`src/pkg/rcf_pkg.sv`:
```
// Shared constants and state types for the reset-cause flag block
package rcf_pkg;

	// Register offsets on the plain register port
	localparam logic [3:0] RCF_OFF_FLAGS = 4'h0;
	localparam logic [3:0] RCF_OFF_IRQ_STAT = 4'h1;
	localparam logic [3:0] RCF_OFF_IRQ_MASK = 4'h2;

	// Bit positions inside the flag register
	localparam int RCF_BIT_WINDOW = 5;
	localparam int RCF_BIT_TIMEOUT = 4;
	localparam int RCF_BIT_PIN = 3;
	localparam int RCF_BIT_INSTR = 2;
	localparam int RCF_BIT_POWER_ON = 1;
	localparam int RCF_BIT_LO = 1;
	localparam int RCF_BIT_HI = 5;

	// Values after power-on or brown-out reset
	localparam logic [7:0] RCF_FLAGS_RST = 8'h3c;
	localparam logic [7:0] RCF_STAT_RST = 8'h00;
	localparam logic [7:0] RCF_MASK_RST = 8'h00;

	// Implemented bits; all others read as zero
	localparam logic [7:0] RCF_FLAGS_MASK = 8'h3e;
	localparam logic [7:0] RCF_CAUSE_MASK = 8'h3c;

	typedef struct packed {
		logic [7:0] rdata;
		logic [7:0] stat;
		logic [7:0] mask;
		logic viol_req;
		logic post_rst;
	} rcf_top_state_t;

	typedef struct packed {
		logic flag;
	} rcf_cell_state_t;

endpackage

```
`src/rcf_flag_cell.sv`:
```
// One active-low reset-cause flag bit with hardware clear and firmware write
module rcf_flag_cell
	import rcf_pkg::*;
#(
	parameter logic RST_VAL = 1'b1
) (
	input wire logic clk,
	input wire logic rst,
	input wire logic hw_clr,
	input wire logic wr_en,
	input wire logic wr_val,
	output logic flag
);

	rcf_cell_state_t st_q;
	rcf_cell_state_t st_d;

	// Hardware event beats a firmware write in the same cycle, so no cause is lost
	always_comb begin
		st_d = st_q;
		if (hw_clr) begin
			st_d.flag = 1'b0;
		end else if (wr_en) begin
			st_d.flag = wr_val;
		end
	end

	always_ff @(posedge clk or posedge rst) begin
		if (rst) begin
			st_q <= '{flag: RST_VAL};
		end else begin
			st_q <= st_d;
		end
	end

	assign flag = st_q.flag;

endmodule

```
`src/rcf_top.sv`:
```
// Reset-cause flag register with register port and cause interrupt
module rcf_top
	import rcf_pkg::*;
#(
	parameter int ADDR_W = 4,
	parameter int DATA_W = 8
) (
	input wire logic SYS_CLK,
	input wire logic SYS_RST,
	input wire logic [ADDR_W-1:0] REG_ADDR,
	input wire logic [DATA_W-1:0] REG_WDATA,
	input wire logic REG_WR,
	input wire logic REG_RD,
	output logic [DATA_W-1:0] REG_RDATA,
	input wire logic WDT_WINDOW_RST,
	input wire logic WDT_TIMEOUT_RST,
	input wire logic PIN_RESET,
	input wire logic RESET_INSTR,
	input wire logic WDT_CLEAR_INSTR,
	input wire logic WDT_WINDOW_OPEN,
	output logic WINDOW_VIOL_REQ,
	output logic [DATA_W-1:0] CAUSE_FLAGS,
	output logic IRQ
);

	// Address match, shared by the write and read decoders
	function automatic logic addr_hit(
		input logic [ADDR_W-1:0] addr,
		input logic [3:0] off
	);
		addr_hit = (addr == ADDR_W'(off));
	endfunction

	rcf_top_state_t st_q;
	rcf_top_state_t st_d;

	logic instr_viol;
	logic [7:0] hw_ev;
	logic [7:0] flags;
	logic wr_flags;
	logic wr_stat;
	logic wr_mask;

	// A clear instruction outside the open window is a violation
	assign instr_viol = WDT_CLEAR_INSTR & ~WDT_WINDOW_OPEN;

	// Each cause drives only its own bit; bit 1 has no runtime cause
	always_comb begin
		hw_ev = 8'h00;
		hw_ev[RCF_BIT_WINDOW] = WDT_WINDOW_RST | instr_viol;
		hw_ev[RCF_BIT_TIMEOUT] = WDT_TIMEOUT_RST;
		hw_ev[RCF_BIT_PIN] = PIN_RESET;
		hw_ev[RCF_BIT_INSTR] = RESET_INSTR;
	end

	assign wr_flags = REG_WR & addr_hit(REG_ADDR, RCF_OFF_FLAGS);
	assign wr_stat = REG_WR & addr_hit(REG_ADDR, RCF_OFF_IRQ_STAT);
	assign wr_mask = REG_WR & addr_hit(REG_ADDR, RCF_OFF_IRQ_MASK);

	// Flags beyond bits 5..1 belong to other logic and read as zero here
	assign flags[7:6] = 2'b00;
	assign flags[0] = 1'b0;

	// Reset value per bit comes from the package; hardware may only clear
	for (genvar i = RCF_BIT_LO; i <= RCF_BIT_HI; i++) begin : g_flag
		rcf_flag_cell #(
			.RST_VAL(RCF_FLAGS_RST[i])
		) u_cell (
			.clk(SYS_CLK),
			.rst(SYS_RST),
			.hw_clr(hw_ev[i]),
			.wr_en(wr_flags),
			.wr_val(REG_WDATA[i]),
			.flag(flags[i])
		);
	end

	always_comb begin
		st_d = st_q;
		st_d.post_rst = 1'b1;

		// Only a real violation requests a reset; firmware writes never do
		st_d.viol_req = instr_viol;

		// Sticky cause bits: a new event wins over a write-one clear
		if (wr_stat) begin
			st_d.stat = st_q.stat & ~(REG_WDATA[7:0] & RCF_CAUSE_MASK);
		end
		st_d.stat = st_d.stat | (hw_ev & RCF_CAUSE_MASK);

		if (wr_mask) begin
			st_d.mask = REG_WDATA[7:0] & RCF_CAUSE_MASK;
		end

		// Read data stand only in the cycle after the strobe
		st_d.rdata = 8'h00;
		if (REG_RD) begin
			if (addr_hit(REG_ADDR, RCF_OFF_FLAGS)) begin
				st_d.rdata = flags & RCF_FLAGS_MASK;
			end else if (addr_hit(REG_ADDR, RCF_OFF_IRQ_STAT)) begin
				st_d.rdata = st_q.stat;
			end else if (addr_hit(REG_ADDR, RCF_OFF_IRQ_MASK)) begin
				st_d.rdata = st_q.mask;
			end else begin
				st_d.rdata = 8'h00;
			end
		end
	end

	always_ff @(posedge SYS_CLK or posedge SYS_RST) begin
		if (SYS_RST) begin
			st_q <= '{
				rdata: 8'h00,
				stat: RCF_STAT_RST,
				mask: RCF_MASK_RST,
				viol_req: 1'b0,
				post_rst: 1'b0
			};
		end else begin
			st_q <= st_d;
		end
	end

	assign REG_RDATA = DATA_W'(st_q.rdata);
	assign CAUSE_FLAGS = DATA_W'(flags);
	assign WINDOW_VIOL_REQ = st_q.viol_req;
	assign IRQ = |(st_q.stat & st_q.mask);
endmodule

```
`config.mk`:
```
export PLATFORM = sky130hd
export DESIGN_NAME = rcf_top
export DESIGN_NICKNAME = d
export VERILOG_FILES = /design/src/pkg/rcf_pkg.sv /design/src/rcf_flag_cell.sv /design/src/rcf_top.sv
export SDC_FILE = /design/constraint.sdc
export NUM_CORES = 1
export LEC_CHECK = 0
export BUFFER_PORTS_ARGS = -buffer_cell sky130_fd_sc_hd__buf_4
export CORE_MARGIN = 2
export CORE_UTILIZATION = 39
export CTS_CLUSTER_SIZE = 8
export DETAILED_ROUTE_END_ITERATION = 8
export PLACE_DENSITY = 0.75
export SLEW_MARGIN = 20
export SYNTH_ARGS = -nofsm -noshare
export SYNTH_HDL_FRONTEND = slang
export SYNTH_HIERARCHICAL = 1
export SYNTH_SLANG_ARGS = --single-unit
```
`constraint.sdc`:
```
create_clock -name SYS_CLK -period 1.1 [get_ports SYS_CLK]
set_clock_uncertainty 0.05 [all_clocks]
set_input_delay 0.11 -clock SYS_CLK [delete_from_list [all_inputs] [get_ports SYS_CLK]]
set_output_delay 0.11 -clock SYS_CLK [all_outputs]
set_load 0.01 [all_outputs]
```
==> qor.csv <==
stage;metric;value;unit
timing;final setup vio count;5;
layout;fill count;166;
logic_synthesis;Post-synth EDFFs;0;
logic_synthesis;Netlist Area Pre-Place;961;sq um
layout;Sequential Area;480;sq um
worst_setup_path;CP required;0.94;ns
placed_design;pre-CTS setup slack;-0.169;ns
clock_network;clk root buf;clkbuf_4;
floorplanning;chip width;53.6;um
power;peak supply drop;765;uV
global_route;Global Route Usage Sum;0.182;
logic_synthesis;sequential-to-total area share from yosys stat;0.500;
timing;setup ws final;-0.191;ns
worst_setup_path;Worst Setup SP;st_q[13];
worst_setup_path;WS Path Type;flop to output pin;
routing;wire length on met2;1210;um
clock_network;clk_lat worst skew;0.30;ns
worst_setup_path;Critical Path Sink;IRQ;
timing;Worst-Margin Slew;0.518;ns
logic_synthesis;top-area cell type share of the netlist area;0.391;
routing;Met1 Wirelength;929;um
routing;drt drc;0;
logic_synthesis;Most used DFF post-synth;dfrtp_1;
floorplanning;# IOs;40;
layout;Final nets;172;
global_route;initial antenna violation count;0;
timing;fin. max-slew vios;0;
power;Comb pwr share;0.243;
power;internal power;1.10;mW
worst_setup_path;flop2flop setup slack;0.02;ns
global_route;grt total ovfl;0;
logic_synthesis;Syn Inst Count;97;
floorplanning;DIE AREA;0.00288;sq mm
clock_network;Worst-path clk slew;0.10;ns
timing;minimum clock period;1.29;ns
status;status;finished with violations;
worst_hold_path;Hold Startpoint;REG_WDATA[1];
timing;Hold Fails Final Rpt;0;
status;failing checks;negative setup slack;
clock_network;total CTS buffers;3;
floorplanning;Core Region;0.00228;sq mm
timing;RSZ-0062 raised after global routing;yes;
timing;slew margin rel.;0.654;
routing;remaining antenna violation count after routing;0;
worst_setup_path;path depth of the worst reg2reg path;3;
routing;drt pass-1 iters;4;
power;Sw Share;0.264;
flow_run;# Max-Cap Violations;0;
worst_setup_path;Crit. End Element;output pin;
layout;share of layout cells above drive strength 1;0.430;
worst_setup_path;Worst setup SP type;flop;
routing;Max Used Layer;met4;
floorplanning;row count;17;
placed_design;number of port buffers;30;
routing;Iter 0 DRT Violations;26;
worst_hold_path;HP Class;input pin to flop;
clock_network;H-tree Lvls;1;
worst_setup_path;worst path arrival time;1.13;ns
worst_setup_path;Worst R2R End;st_q[5];
layout;Ant. Diodes;0;
logic_synthesis;Avg Cell Area, Syn;9.91;sq um
power;Lkg Pwr;0.708;nW
logic_synthesis;Async S/R FF share, synth;1.00;
placed_design;HPWL Detailed;1570;um
power;Power Dens Cells;1040;mW/mm^2
clock_network;CTS sink cnt;19;
routing;per-cell routed wire length;13.2;um
logic_synthesis;#FFs+latches synth;19;
logic_synthesis;Warnings, synthesis;6;
timing;Final period util;1.17;
routing;met3 WL;113;um
floorplanning;starting density of the core;0.422;
routing;routed via count;859;
layout;area of the multi-input gates;393;sq um
logic_synthesis;most instantiated cells after synthesis;dfrtp_1 (15), inv_1 (14), nor2_1 (14);
power;Clock Power Share;0.235;
global_route;largest net degree at the start of global routing;15;
logic_synthesis;most common cell in the netlist;dfrtp_1;
global_route;first-pass GRT wire length;3710;um
logic_synthesis;cell type with the largest total area after synthesis;dfrtp_1;
logic_synthesis;Yosys cell types;22;
worst_setup_path;RR Startpoint;st_q[5];
layout;P&R area growth vs syn;49.7;%
routing;Vias per Instance;4.85;
clock_network;clk buf depth;2;
power;sw power;395;uW
logic_synthesis;Synth area leaders;dfrtp_1 (39%), dfstp_2 (11%), buf_4 (8.6%), inv_1 (5.5%), nor2_1 (5.5%);
placed_design;final weighted congestion in routability-driven placement;0.750;
global_route;vias in the first global route;839;
timing;worst hold slack;0.0209;ns
power;Flop pwr share;0.522;
routing;total wire length;2340;um
clock_network;CTS tree;yes;
timing;f_max;775;MHz
floorplanning;Die Ht;53.6;um
worst_setup_path;worst-path maximum fanout;2;
[cells by family after synthesis]
logic type / Yosys count / share of synthesized area
AND/OR/NAND/NOR: 32 / 0.184
buffers and inverters: 26 / 0.146
flip-flops: 19 / 0.500
AO/OA/AOI/OAI: 10 / 0.0677
multiplexers: 9 / 0.0990
other: 1 / 0.00390
[per-stage QoR]
step | setup TNS (ns) | total power [mW] | utilization | area, sq um | instances
final | -0.226 | 1.50 | 0.632 | 1440 | 177
after global routing | -0.438 | 1.58 | 0.632 | 1440 | 177
after CTS | -0.207 | 1.45 | 0.604 | 1380 | 172
after detailed placement | -1.02 | 1.04 | 0.515 | 1170 | 151
after global placement | -0.697 | 1.03 | 0.515 | 1170 | 151
after floorplan | 0 | 0.935 | - | 985 | 103
[state kept, by name, indices dropped and copies added, names as in the netlist]
| name | count |
|---|---|
| WINDOW_VIOL_REQ | 1 |
| st_q | 8 |
| REG_RDATA | 5 |
| g_flag.u_cell/flag | 5 |
[worst max-delay path: stages (launching register included)]
cell	delay, ns
dfrtp_1	0.41
a22oi_2	0.20
nand2_1	0.10
buf_6	0.13
[power groups by stage]
stage	clock [mW]	sequential (mW)	combinational (mW)
floorplan	0	0.781	0.154
global placement	0	0.786	0.243
detailed placement	0	0.789	0.253
CTS	0.358	0.776	0.313
global route	0.403	0.785	0.391
finish	0.351	0.782	0.363
[cell type report]
class                   instances  share of cell area
repair buffers                 54               0.314
inverters                      14              0.0365
clock buffers                   4              0.0183
flip-flops and latches         19               0.334
multi-input cells              58               0.273
well taps                      28              0.0243
[metal layers]
metal / vias to the layer above / track usage
met5: - / 0
met4: 0 / 0.0940
met3: 9 / 0.0306
met2: 35 / 0.317
met1: 408 / 0.214
li1: 407 / -
[cell usage in the layout, fill, tap and decap left out]
| cell type | instances |
|---|---|
| a22oi_2 | 2 |
| mux2_4 | 1 |
| nor2_1 | 14 |
| or4_4 | 1 |
| dfrtp_1 | 15 |
| nand2_1 | 2 |
| nor2b_2 | 2 |
| and4b_2 | 1 |
| a31oi_1 | 4 |
| nor3_1 | 1 |
| and2_2 | 1 |
| buf_6 | 5 |
| clkbuf_1 | 1 |
| inv_1 | 13 |
| inv_2 | 1 |
| nor3b_2 | 2 |
| nor2b_1 | 3 |
| mux2_2 | 3 |
| nor3b_1 | 2 |
| mux2i_1 | 5 |
| dlygate4sd3_1 | 11 |
| and3_1 | 1 |
| conb_1 | 7 |
| clkbuf_4 | 3 |
| nor4_1 | 1 |
| buf_4 | 38 |
| nand4b_1 | 1 |
| o22ai_1 | 4 |
| dfstp_2 | 4 |
[worst min path at each step]
stage | endpoint | slack, ns | cells past startpoint
finish | g_flag[1].u_cell/flag | 0.02 | 3
detailed placement | g_flag[1].u_cell/flag | -0.06 | 2
global route | g_flag[1].u_cell/flag | 0.02 | 3
floorplan | g_flag[1].u_cell/flag | -0.21 | 1
CTS | REG_RDATA[1] | 0.01 | 2
global placement | g_flag[1].u_cell/flag | -0.06 | 2
[repair_timing]
| action | CTS | global route |
|---|---|---|
| resized for setup | 6 | 7 |
| endpoints found under the hold margin | 28 | 1 |
| hold buffers | 10 | 1 |
| setup buffers | 7 | 4 |
| pin swaps | 2 | 2 |
| endpoints found under the setup margin | 5 | 7 |
Note: power is estimated with default switching activity, not from simulation.
